**config.mk**
```make
export PLATFORM = sky130hd
export DESIGN_NAME = adc_rdo_top
export DESIGN_NICKNAME = d
export VERILOG_FILES = /design/src/pkg/adc_rdo_pkg.sv /design/src/pkg/adc_rdo_sclk_if.sv /design/src/core/adc_rdo_sclk_sync.sv /design/src/core/adc_rdo_top.sv
export SDC_FILE = /design/constraint.sdc
export NUM_CORES = 1
export LEC_CHECK = 0
export ABC_AREA = 1
export BUFFER_PORTS_ARGS = -buffer_cell sky130_fd_sc_hd__buf_2
export CORE_ASPECT_RATIO = 1.4
export CORE_MARGIN = 5
export CORE_UTILIZATION = 45
export DETAILED_ROUTE_END_ITERATION = 10
export SLEW_MARGIN = 20
export SYNTH_ARGS = -nofsm -noshare
export SYNTH_HDL_FRONTEND = slang
export SYNTH_SLANG_ARGS = --single-unit
```
**constraint.sdc**
```tcl
create_clock -name clk -period 2.49 [get_ports clk]
set_input_delay 0.1245 -clock clk [delete_from_list [all_inputs] [get_ports clk]]
set_output_delay 0.1245 -clock clk [all_outputs]
set_load 0.01 [all_outputs]
```
**src/pkg/adc_rdo_pkg.sv**
```systemverilog
// Constants for the converter readout control: two-wire ready/data port,
// conversion framing, shift-clock hold detection, sync and power-down.
// Assumes clk is the converter system clock; counts are in its cycles except where marked as whole conversion cycles or half clocks.
// Functional notes
// - First low ready pulse only once the result is valid for the input.
// - Conversion cycle: 36-clock ready phase then 348-clock data phase.
// - Load result MSB first into shift register over 6 clocks, line high.
// - After load, line low 6 clocks, high 6 clocks, then data output.
// - Result MSB one keeps the line high after the ready phase.
// - Device changes bit on falling shift clock; reader samples on rising.
// - Without shift clocks the MSB stays until the final 24-clock high.
// - Partial read leaves the last shifted bit until the final high.
// - More than 24 shift clocks leave the line low until the final high.
// - Bit pointer resets at load start and at final high start.
// - After 4 high cycles: short low pulse, then high, modulator held reset.
// - Falling shift clock releases sync; first ready 2042.5 clocks later.
// - Sixteen further high cycles, twenty in all, enter power-down.
// - Falling shift clock ends power-down; valid ready 2318.5 clocks later.
// - Sync starts 1537 to 7679 clocks after the shift clock rises.
// - Power-down no sooner than 7681 clocks after the shift clock rises.
// - Result is 24-bit two's complement sent MSB first.
package adc_rdo_pkg;

  localparam int RESULT_W = 24;

  // Conversion framing, in system clocks
  localparam int CYCLE_CLK = 384;
  localparam int READY_CLK = 36;
  localparam int FINAL_HIGH_CLK = 24;
  localparam int LOAD_CLK = 6;
  localparam int LOW_CLK = 6;
  localparam int HIGH_CLK = 6;
  localparam int CNT_W = 9;

  // Phase positions inside the cycle; count 0 opens the final high interval
  localparam logic [8:0] PH_FINAL_HIGH = 9'h000;
  localparam logic [8:0] PH_LOAD = 9'(FINAL_HIGH_CLK - LOAD_CLK);
  localparam logic [8:0] PH_LOW = 9'(FINAL_HIGH_CLK);
  localparam logic [8:0] PH_HIGH = 9'(FINAL_HIGH_CLK + LOW_CLK);
  localparam logic [8:0] PH_DATA = 9'(READY_CLK);
  localparam logic [8:0] PH_LAST = 9'(CYCLE_CLK - 1);

  // Shift-clock hold thresholds, in whole conversion cycles
  localparam int SYNC_CYCLES = 4;
  localparam int PDOWN_CYCLES = 20;
  localparam int HOLD_W = 5;

  // Low pulse announcing sync; power-down entry has no pulse of its own
  localparam int SYNC_PULSE_CLK = 3;

  // Release-to-ready times, printed in half clocks, rounded up to clocks
  localparam int WAKE_SYNC_HALF = 4085;
  localparam int WAKE_PDOWN_HALF = 4637;
  localparam int WAKE_SYNC_CLK = (WAKE_SYNC_HALF + 1) / 2;
  localparam int WAKE_PDOWN_CLK = (WAKE_PDOWN_HALF + 1) / 2;
  localparam int WAIT_W = 12;

  // Bit pointer reset value and end count
  localparam logic [4:0] PTR_RESET = 5'h00;
  localparam logic [4:0] PTR_END = 5'(RESULT_W);

  // Control states
  typedef enum logic [2:0] {
    ST_RUN    = 3'b000,
    ST_PULSE  = 3'b001,
    ST_HOLD   = 3'b010,
    ST_PDOWN  = 3'b011,
    ST_WAKE   = 3'b100
  } adc_rdo_state_t;

endpackage

```
**src/pkg/adc_rdo_sclk_if.sv**
```systemverilog
// Carries the sampled shift-clock level and its edge pulses between the
// input conditioner and the readout control. Single clock domain (clk).
`timescale 1ns/100ps
interface adc_rdo_sclk_if;
  logic level;
  logic rise;
  logic fall;
  modport src (output level, output rise, output fall);
  modport dst (input level, input rise, input fall);
endinterface

```
**src/core/adc_rdo_sclk_sync.sv**
```systemverilog
// Conditions the shift-clock pin into the clk domain: three flops, a new
// level is accepted once the second and third agree; edges are one-cycle.
`timescale 1ns/100ps
module adc_rdo_sclk_sync
  import adc_rdo_pkg::*;
(
  input  wire logic    clk,
  input  wire logic    rst,
  input  wire logic    sclkPin,
  adc_rdo_sclk_if.src  sc
);

  logic s1_q;
  logic s2_q;
  logic s3_q;
  logic level_q;
  logic agree;
  logic level_d;

  // Only the second flop reads the first, so metastability stays contained
  assign agree   = (s2_q == s3_q);
  assign level_d = agree ? s3_q : level_q;

  always_ff @(posedge clk or posedge rst) begin
    if (rst) begin
      s1_q    <= 1'b0;
      s2_q    <= 1'b0;
      s3_q    <= 1'b0;
      level_q <= 1'b0;
    end else begin
      s1_q    <= sclkPin;
      s2_q    <= s1_q;
      s3_q    <= s2_q;
      level_q <= level_d;
    end
  end

  // Edge pulses come straight from the accepted level change
  assign sc.level = level_q;
  assign sc.rise  = ~level_q & level_d;
  assign sc.fall  = level_q & ~level_d;

endmodule

```
**src/core/adc_rdo_top.sv**
```systemverilog
// Readout control of the converter: frames each 384-clock conversion into
// a ready phase and a data phase on one output line, shifts the result out
// on falling shift-clock edges, and handles shift-clock hold for sync and
// power-down. Expects the filter to present resultData with resultValid
// high once results are settled; sclkPin comes from the reading party.
`timescale 1ns/100ps
module adc_rdo_top
  import adc_rdo_pkg::*;
(
  input  wire logic                clk,
  input  wire logic                rst,
  input  wire logic                sclkPin,
  input  wire logic [RESULT_W-1:0] resultData,
  input  wire logic                resultValid,
  output logic                     readyDataLine,
  output logic                     modulatorReset,
  output logic                     powerDown,
  output logic                     resultLoad
);

  // Frame map, in counts of cnt_q while running:
  //   0..23    final high interval, line high, bit pointer cleared at 0
  //   18..23   result loaded into the shift register (load at count 18)
  //   24..29   ready low, or high while no settled result exists yet
  //   30..35   high before data
  //   36..383  data: current shift register MSB, low once 24 bits left
  // The line is registered, so it shows count n one clock after count n.
  //
  // Shift-clock path: pin, three sync flops, accepted fall pulse, shift
  // register, line flop. A pin fall reaches the line within five clocks,
  // which a reader with a short high half and long low half can tolerate.
  //
  // Hold detection samples the accepted level once per frame boundary.
  // The first high sample proves no whole frame, so sync needs five.
  // While the frame counter is frozen a private 384-clock count keeps the
  // boundary ticks going, so power-down is reached sixteen frames later.
  //
  // Limitation: the announce pulse follows count 383 directly; if the
  // line was low there, the low run seen outside is longer than 3 clocks.

  adc_rdo_sclk_if sc ();

  adc_rdo_sclk_sync u_sync (
    .clk     (clk),
    .rst     (rst),
    .sclkPin (sclkPin),
    .sc      (sc)
  );

  adc_rdo_state_t      state_q;
  adc_rdo_state_t      state_d;
  logic [CNT_W-1:0]    cnt_q;
  logic [CNT_W-1:0]    cnt_d;
  logic [RESULT_W-1:0] shreg_q;
  logic [RESULT_W-1:0] shreg_d;
  logic [4:0]          ptr_q;
  logic [4:0]          ptr_d;
  logic [HOLD_W-1:0]   hold_q;
  logic [HOLD_W-1:0]   hold_d;
  logic [WAIT_W-1:0]   wait_q;
  logic [WAIT_W-1:0]   wait_d;
  logic                fromPdown_q;
  logic                fromPdown_d;
  logic                valid_q;
  logic                valid_d;
  logic                line_q;
  logic                line_d;
  logic                load_q;

  // Phase decode of the running conversion cycle
  logic inFinalHigh;
  logic inLow;
  logic inData;
  logic atLoad;
  logic atStart;
  logic atLast;
  logic running;
  logic ptrDone;
  logic shiftNow;
  logic sampleHold;
  logic holdFull;
  logic reachSync;
  logic reachPdown;
  logic waitDone;
  logic inHoldState;
  logic [WAIT_W-1:0] wakeCount;

  // Private frame count used while the frame counter is frozen
  logic              holdTick;
  logic [WAIT_W-1:0] heldClk_q;
  logic [WAIT_W-1:0] heldClk_d;

  assign running     = (state_q == ST_RUN);
  assign atStart     = running && (cnt_q == PH_FINAL_HIGH);
  assign atLoad      = running && (cnt_q == PH_LOAD);
  assign atLast      = running && (cnt_q == PH_LAST);
  assign inFinalHigh = (cnt_q < PH_LOW);
  assign inLow       = (cnt_q >= PH_LOW) && (cnt_q < PH_HIGH);
  assign inData      = (cnt_q >= PH_DATA);
  assign ptrDone     = (ptr_q == PTR_END);
  // Shift only in the data phase; edges elsewhere are ignored
  assign shiftNow    = running && inData && sc.fall;

  // Hold is sampled once per cycle boundary; first sample proves no cycle
  assign inHoldState = (state_q == ST_PULSE) || (state_q == ST_HOLD);
  assign holdTick    = (heldClk_q == WAIT_W'(CYCLE_CLK - 1));
  assign sampleHold  = atLast || (inHoldState && holdTick);
  assign holdFull    = (hold_q == HOLD_W'(PDOWN_CYCLES + 1));
  assign reachSync   = atLast && sc.level &&
                       (hold_q == HOLD_W'(SYNC_CYCLES));
  assign reachPdown  = (state_q == ST_HOLD) && holdFull;

  // Release delay differs for sync and power-down
  assign wakeCount   = fromPdown_q ? WAIT_W'(WAKE_PDOWN_CLK - 1)
                                   : WAIT_W'(WAKE_SYNC_CLK - 1);
  assign waitDone    = (wait_q == wakeCount);

  // Cycle counter: wraps every 384 clocks while running
  always_comb begin
    cnt_d = cnt_q;
    if (running) begin
      cnt_d = atLast ? PH_FINAL_HIGH : cnt_q + 9'h001;
    end else if (state_d == ST_RUN) begin
      cnt_d = PH_FINAL_HIGH;
    end
  end

  // Hold counter in whole cycles, cleared whenever the level is low
  // It saturates one past the power-down count so it cannot wrap
  always_comb begin
    hold_d    = hold_q;
    heldClk_d = heldClk_q;
    if (!sc.level) begin
      hold_d    = '0;
      heldClk_d = '0;
    end else begin
      if (sampleHold && !holdFull) begin
        hold_d = hold_q + HOLD_W'(1);
      end
      if (running) begin
        heldClk_d = '0;
      end else if (inHoldState) begin
        // Frame counter is frozen here, so a private 384 count goes on
        heldClk_d = holdTick ? '0 : heldClk_q + WAIT_W'(1);
      end
    end
  end

  // Control state machine: run, announce, hold, power-down, wake
  always_comb begin
    state_d     = state_q;
    wait_d      = wait_q;
    fromPdown_d = fromPdown_q;
    unique case (state_q)
      ST_RUN: begin
        if (reachSync) begin
          state_d = ST_PULSE;
          wait_d  = '0;
        end
      end
      ST_PULSE: begin
        wait_d = wait_q + WAIT_W'(1);
        if (wait_q == WAIT_W'(SYNC_PULSE_CLK - 1)) begin
          state_d = ST_HOLD;
          wait_d  = '0;
        end
        if (sc.fall) begin
          state_d     = ST_WAKE;
          wait_d      = '0;
          fromPdown_d = 1'b0;
        end
      end
      ST_HOLD: begin
        if (sc.fall) begin
          state_d     = ST_WAKE;
          wait_d      = '0;
          fromPdown_d = 1'b0;
        end else if (reachPdown) begin
          state_d = ST_PDOWN;
        end
      end
      ST_PDOWN: begin
        if (sc.fall) begin
          state_d     = ST_WAKE;
          wait_d      = '0;
          fromPdown_d = 1'b1;
        end
      end
      ST_WAKE: begin
        wait_d = wait_q + WAIT_W'(1);
        if (waitDone) begin
          state_d = ST_RUN;
          wait_d  = '0;
        end
      end
      default: begin
        state_d = ST_RUN;
      end
    endcase
  end

  // Validity: settled filter sampled at count 0, which replaces the value forced in wake
  assign valid_d = (state_q == ST_WAKE) ? 1'b1
                 : (atStart ? resultValid : valid_q);

  // Shift register and bit pointer
  always_comb begin
    shreg_d = shreg_q;
    ptr_d   = ptr_q;
    if (atLoad) begin
      shreg_d = resultData;
      ptr_d   = PTR_RESET;
    end else if (atStart) begin
      ptr_d = PTR_RESET;
    end else if (shiftNow && !ptrDone) begin
      shreg_d = {shreg_q[RESULT_W-2:0], 1'b0};
      ptr_d   = ptr_q + 5'h01;
    end
  end

  // Line level: ready framing, then the current bit, low past 24 bits
  always_comb begin
    line_d = 1'b1;
    unique case (state_q)
      ST_RUN: begin
        if (inFinalHigh) begin
          line_d = 1'b1;
        end else if (inLow) begin
          line_d = ~valid_q;
        end else if (!inData) begin
          line_d = 1'b1;
        end else if (ptrDone) begin
          line_d = 1'b0;
        end else begin
          line_d = shreg_q[RESULT_W-1];
        end
      end
      ST_PULSE: line_d = 1'b0;
      ST_HOLD:  line_d = 1'b1;
      ST_PDOWN: line_d = 1'b1;
      ST_WAKE:  line_d = 1'b1;
      default:  line_d = 1'b1;
    endcase
  end

  // Clock-side registers
  always_ff @(posedge clk or posedge rst) begin
    if (rst) begin
      state_q     <= ST_RUN;
      cnt_q       <= PH_FINAL_HIGH;
      hold_q      <= '0;
      heldClk_q   <= '0;
      wait_q      <= '0;
      fromPdown_q <= 1'b0;
      valid_q     <= 1'b0;
    end else begin
      state_q     <= state_d;
      cnt_q       <= cnt_d;
      hold_q      <= hold_d;
      heldClk_q   <= heldClk_d;
      wait_q      <= wait_d;
      fromPdown_q <= fromPdown_d;
      valid_q     <= valid_d;
    end
  end

  // Data path registers; line idles high out of reset
  always_ff @(posedge clk or posedge rst) begin
    if (rst) begin
      shreg_q <= '0;
      ptr_q   <= PTR_RESET;
      line_q  <= 1'b1;
      load_q  <= 1'b0;
    end else begin
      shreg_q <= shreg_d;
      ptr_q   <= ptr_d;
      line_q  <= line_d;
      load_q  <= atLoad;
    end
  end

  // Registered outputs; modulator held in reset from announce to wake
  logic modRst_q;
  logic pdown_q;
  always_ff @(posedge clk or posedge rst) begin
    if (rst) begin
      modRst_q <= 1'b0;
      pdown_q  <= 1'b0;
    end else begin
      modRst_q <= (state_d == ST_PULSE) || (state_d == ST_HOLD) ||
                  (state_d == ST_PDOWN);
      pdown_q  <= (state_d == ST_PDOWN);
    end
  end

  assign readyDataLine  = line_q;
  assign modulatorReset = modRst_q;
  assign powerDown      = pdown_q;
  assign resultLoad     = load_q;

endmodule

```
* After elaboration in Yosys (flattened, before gate mapping)
Cells that the tools add are included.
** Word-level totals
- Output and inout port bits :: 4
- Memories kept :: 0
- Latch bits :: 0
- Logic and storage cells :: 125
- RAM bits :: 0
- Bits of input ports :: 28
- Register bits :: 80
- Bits in read-only memories :: 0
** Operators by class
- Shifts and indexed selects :: 0
- $mul :: 0
- Muxes and demuxes :: 41
- Reductions and logical operators :: 32
- Divide/modulo/power cells :: 0
- Equal/unequal tests :: 23
- Add/sub/neg operators :: 5
- Bitwise logic cells :: 3
- Magnitude comparators :: 4
** Operators by type and width (count)
- 2-to-1 mux 12 bit :: 10
- 2-to-1 mux 24 bit :: 3
- case mux 12 bit (4 select lines) :: 1
- 2-to-1 mux 9 bit :: 3
- 2-to-1 mux 5 bit :: 5
- adder 12 x 1 -> 12 bit, second input constant :: 2
- 2-to-1 mux 3 bit :: 7
- less-than comparator 9 x 5 -> 1 bit, second input constant :: 2
- case mux 3 bit (5 select lines) :: 1
- == test 12 bit :: 1
- == test 12 x 2 -> 1 bit, second input constant :: 1
- == test 12 x 9 -> 1 bit, second input constant :: 1
- == test 3 x 2 -> 1 bit, second input constant :: 4
- logical AND 1 bit :: 12
- adder 5 x 1 -> 5 bit, second input constant :: 2
- == test 5 bit, second input constant :: 2
- adder 9 x 1 -> 9 bit, second input constant :: 1
- == test 9 x 5 -> 1 bit, second input constant :: 1
- == test 9 bit, second input constant :: 1
- >= comparator 9 x 5 -> 1 bit, second input constant :: 1
- >= comparator 9 x 6 -> 1 bit, second input constant :: 1
- zero test 9 bit :: 1
- 2-to-1 mux 1 bit :: 9
- nonzero test 2 bit :: 4
- 18 further kinds :: 32

* Depth between registers and ports, before layout
- Depth in word-level cells :: 9
- Depth in mapped cells :: 11
- Depth with buffers taken out :: 11

* Cells and area by module
A second synthesis with hierarchy kept.
** Second synthesis, totals
- Cells, all modules :: 602
- Area total of the unflattened synthesis :: 4737.0 µm²
** By module, submodules not included
- adc_rdo_top :: cells an instance 590, seq. area each 1903.1 µm², area an instance 4600.7 µm², times used 1
- adc_rdo_sclk_sync :: cells an instance 12, seq. area each 100.1 µm², area an instance 136.4 µm², times used 1

* Least setup slack after synthesis
OpenSTA, ideal clock, no wires.
- Kind :: register to register
- Start :: register state_q[1]
- End :: register shreg_q[10]
- Arrival :: 1.434 ns
- Path buffers :: 2
- Stages on the path, launching flop included :: 11
- Clock period less this slack :: 1.564 ns
- Required time :: 2.360 ns
- Slack :: 0.926 ns
- Setup time :: 0.130 ns
- Path through :: dfrtp_1 -> nor2_2 -> inv_2 -> nor2_4 -> buf_6 -> nand2_2 -> nor2_4 -> nand2_4 -> nand2_8 -> buf_2 -> a31oi_1
** On the way
- Word-level cells in the longest chain between the ends :: 6
- Elaborated cells between the ends (all ways) :: 10
- Classes of those cells :: 1 x eq/ne; 1 x mux; 8 x reduce/logical
** RTL lines
- start: declaration :: RTL line adc_rdo_top.sv:50 : adc_rdo_state_t state_q;
- start signal: assignment :: RTL line adc_rdo_top.sv:257 : state_q <= state_d;
- zero test 3 bit * :: RTL line adc_rdo_top.sv:93 : assign running = (state_q == ST_RUN);
- logical AND 1 bit (2 in a row) :: RTL line adc_rdo_top.sv:102 : assign shiftNow = running && inData && sc.fall;
- logical AND 1 bit :: RTL line adc_rdo_top.sv:215 : end else if (shiftNow && !ptrDone) begin
- nonzero test 2 bit (no line)
- AND reduction 2 bit (no line)
- end signal: assignment :: RTL line adc_rdo_top.sv:275 : shreg_q <= shreg_d;
- end: declaration :: RTL line adc_rdo_top.sv:54 : logic [RESULT_W-1:0] shreg_q;
Every way passes the cells marked *; elsewhere a longest branch is shown, timed or not.
A chain may end at the register's enable or synchronous reset.

* Worst setup path in the final report
- Start :: register fromPdown_q
- End :: register wait_q[7]
** On the way
- Word-level cells in the longest chain between the ends :: 4
** RTL lines
- start: declaration :: RTL line adc_rdo_top.sv:62 : logic fromPdown_q;
- start signal: assignment :: RTL line adc_rdo_top.sv:262 : fromPdown_q <= fromPdown_d;
- 2-to-1 mux 12 bit :: RTL line adc_rdo_top.sv:114 : assign wakeCount = fromPdown_q ? WAIT_W'(WAKE_PDOWN_CLK - 1)
- == test 12 bit :: RTL line adc_rdo_top.sv:116 : assign waitDone = (wait_q == wakeCount);
- 2-to-1 mux 12 bit :: RTL line adc_rdo_top.sv:191 : if (waitDone) begin
- case mux 12 bit (4 select lines) :: RTL line adc_rdo_top.sv:154 : unique case (state_q)
- end signal: assignment :: RTL line adc_rdo_top.sv:261 : wait_q <= wait_d;
- end: declaration :: RTL line adc_rdo_top.sv:60 : logic [WAIT_W-1:0] wait_q;
No other way between the ends.

==> metrics.log <==
[metrics] Post-Synthesis Net Count: 655
[metrics] area of the mapped netlist: 4660 µm²
[metrics] count of unique library cells instantiated by Yosys: 36
[metrics] max-cap violations: 0
[metrics] depth of the worst hold-timing path: 3
[metrics] Area growth syn-to-layout: 13.2%
[metrics] input/output buffers: 31
[metrics] proportion of synthesized flip-flops having asynchronous set or reset: 1.00
[metrics] status: completed
[metrics] share of post-route cells with drive strength above 1: 0.110
[metrics] diode count: 0
[metrics] CTS sink count: 80
[metrics] core region area: 10200 µm²
[metrics] summed negative setup slack over all endpoints: 0 ps
[metrics] overall via count from detail_route: 4159
[metrics] number of antenna violations at the first check in global routing: 0
[metrics] R2R Path Start: fromPdown_q$_DFFE_PP0P_
[metrics] average routed wire per standard cell: 13.4 µm
[metrics] num ports: 32
[metrics] period utilization: 0.855
[metrics] register area share after synthesis: 0.430
[metrics] worst-case hold path end point: valid_q$_DFFE_PP0P_
[metrics] CTS Root Cell: clkbuf_16
[metrics] Reg2Reg Depth: 7
[metrics] total number of H-tree levels: 3
[metrics] Tightest Pin Transition: ~570 ps
[metrics] mean area per synthesized cell: approximately 7.6 µm²
[metrics] headroom to the max-slew limit: 0.620
[metrics] global route total overflow: 0
[metrics] synthesis warning total: 0
[metrics] Layout Skew: between 6 and 7 ps
[metrics] die footprint: 12500 µm²
[metrics] clock transition at the registers of the reported paths: ~60 ps
[metrics] Post-CTS Setup Bufs: 0
[metrics] y dimension of the die: around 130 µm
[metrics] maximum number of pins on one net before global-route repair: 52
[metrics] synthesized instance count: 616
[metrics] Clock Path Buffers: 2
[metrics] crit-path max FO: 11
[metrics] number of pins with negative max-slew slack in the final report: 0
[metrics] Total Wirelength: 10500 µm
[metrics] Critical Path Source: fromPdown_q$_DFFE_PP0P_
[metrics] min-delay worst type: in2reg
[metrics] vias in the first global route: 3967
[metrics] startpoint types: flop
[metrics] dominant register cell in the synthesized netlist: dfrtp_1
[metrics] Yosys reg bits: 80
[metrics] initial cell density of the core: 0.455
[metrics] launch point of the worst hold path: resultValid
[metrics] WS Path Type: reg2reg
[metrics] final period demand of the worst path: 2130 ps
[metrics] leading cell types in the layout, fill and taps excluded: nand2_1, nand3_1, dfrtp_1
[metrics] # rows: 44
[metrics] Core Util, Final: 0.515
[metrics] Max Freq: 470 MHz
[metrics] setup repair after global routing missed its margin: false
[metrics] critical path required time: between 2000 and 3000 ps
[metrics] capturing element type of the critical path: flop
[metrics] filler cell count: 1016
[metrics] leading cell type in the layout, fill and taps excluded: nand2_1
[metrics] Antenna Violating Nets Remaining: 0
[metrics] Total Nets Final: 680
[metrics] P_leak: between 2 and 3 nW
[metrics] Placed Cells: 764
[metrics] Detail Placement HPWL: ~7500 µm
[metrics] drt initial violations: approximately 280
[metrics] RD Place Congestion: 0.870
[metrics] post-DR vias/cell: around 5.3
[metrics] total count of hold-check failures in the final report: 0
[metrics] number of flops mapped to enable cells by yosys: 0
[metrics] Skew-Pair Late Insertion Delay: 340 ps
[metrics] Global Route Usage Sum: 0.185
[metrics] Arrival @ worst endpoint: 2340 ps
[metrics] width of the chip: 96.0 µm
[metrics] cts bufs inserted: 9
[metrics] first-pass GRT wire length: 18300 µm
[metrics] worst-case vdd ir drop: 434 µV
[metrics] setup slack of the most critical reg-to-reg path: 360 ps
[metrics] cells resized by post-CTS repair: 0
[metrics] Power per Cell Area: 616 nW/µm²
[metrics] clock tree from TritonCTS: yes
[metrics] non-filler cells, final: 784
[metrics] Power Total: 0.00325 W
[metrics] setup-violating endpoint count in the final report: 0
[metrics] Reg2Reg Capture Point: wait_q[7]$_DFFE_PP0P_
[metrics] remaining routing DRC violations: 0
[metrics] count of TritonRoute iterations in the first routing pass: 5
-- critical path, cell delays in order, from the launching register on --
cell,delay [ps]
dfrtp_1,520
clkinv_1,310
nand2_1,150
nand4_1,90
nor2_1,130
nand4_1,450
nand3_1,250
nand3_1,100
-- sequential cells by signal, indices dropped and copies added, names as in the netlist, 3 cells and up --
register / cells
hold_q: 5
shreg_q: 24
state_q: 3
cnt_q: 9
wait_q: 12
ptr_q: 5
heldClk_q: 12
-- repair_timing --
| action | CTS | global route |
|---|---|---|
| endpoints found under the hold margin | 31 | 0 |
| hold buffers | 3 | 0 |
| endpoints found under the setup margin | 0 | 0 |
-- through the flow --
stage	hold WS, ps	instance area (µm²)	worst slack (ps)
finish	48.7	5270	362
global route	64.1	5270	140
CTS	41.7	5260	315
detailed placement	196	4900	316
global placement	185	4900	322
floorplan	156	4660	315
-- final cells by class --
cell class / instances / area [µm²] / share of cell area
Clock buffer: 12 / 256 / 0.0487
Clock inverter: 4 / 76.3 / 0.0145
Inverter: 73 / 275 / 0.0522
Multi-Input combinational cell: 437 / 2240 / 0.426
Sequential cell: 80 / 2000 / 0.380
Tap cell: 138 / 173 / 0.0328
Timing Repair Buffer: 40 / 243 / 0.0461
-- cell usage after synthesis, types with 2 or more instances --
cell type  number  area share
o22ai_1         3      0.0040
o21a_1          2      0.0032
nand2_2         2      0.0027
or2_2           2      0.0027
nor2_4          5       0.012
nor3_1          9      0.0097
nand2_4         2      0.0048
a31oi_1        23       0.031
o21ai_1         2      0.0022
inv_2           4      0.0032
inv_1          68       0.055
a21oi_1        15       0.016
nand3b_1        2      0.0032
xor2_1         13       0.024
xnor2_1         3      0.0056
clkbuf_1       12      0.0097
nand3_1       113        0.12
o211ai_1        2      0.0032
ha_1           11       0.030
o21ai_0        18       0.019
buf_6           3      0.0073
dfrtp_1        79        0.42
nand4_1        18       0.024
buf_2           9      0.0097
nand2_1       130        0.10
nor2_1         56       0.045
-- where the power goes --
group | leakage, nW | total, W | internal, W | switching (W)
combinational | 1.48 | 0.000281 | 0.000127 | 0.000154
clock | 0.159 | 0.00146 | 0.000935 | 0.000525
sequential | 1.01 | 0.00151 | 0.00143 | 0.0000759
total | 2.65 | 0.00325 | 0.00249 | 0.000755
-- how the worst max path moves through the flow --
stage	slack, ps	endpoint	cells after the start
2_1_floorplan	320	cnt_q[0]$_DFFE_PP0P_	1
3_3_place_gp	320	wait_q[9]$_DFFE_PP0P_	7
3_5_place_dp	320	wait_q[7]$_DFFE_PP0P_	7
4_1_cts	320	wait_q[7]$_DFFE_PP0P_	7
5_1_grt	140	wait_q[7]$_DFFE_PP0P_	7
6_report	360	wait_q[7]$_DFFE_PP0P_	7
-- metal layers --
layer	wire length, µm	GRT usage	up-vias
met4	200	0.0729	0
met2	5400	0.313	98
met3	411	0.0375	14
li1	-	-	2087
met5	0	0	-
met1	4510	0.231	1960
-- cells by family (layout without fill, tap and decap cells) --
logic type      Yosys count  in the layout  synth area share
simple gates            343            343             0.340
buf+inv                  99            129            0.0881
flops                    80             80             0.430
compound gates           67             67            0.0822
xor+xnor                 16             16            0.0301
fa+ha+maj                11             11            0.0296
Power figures use the tool's default switching activity.
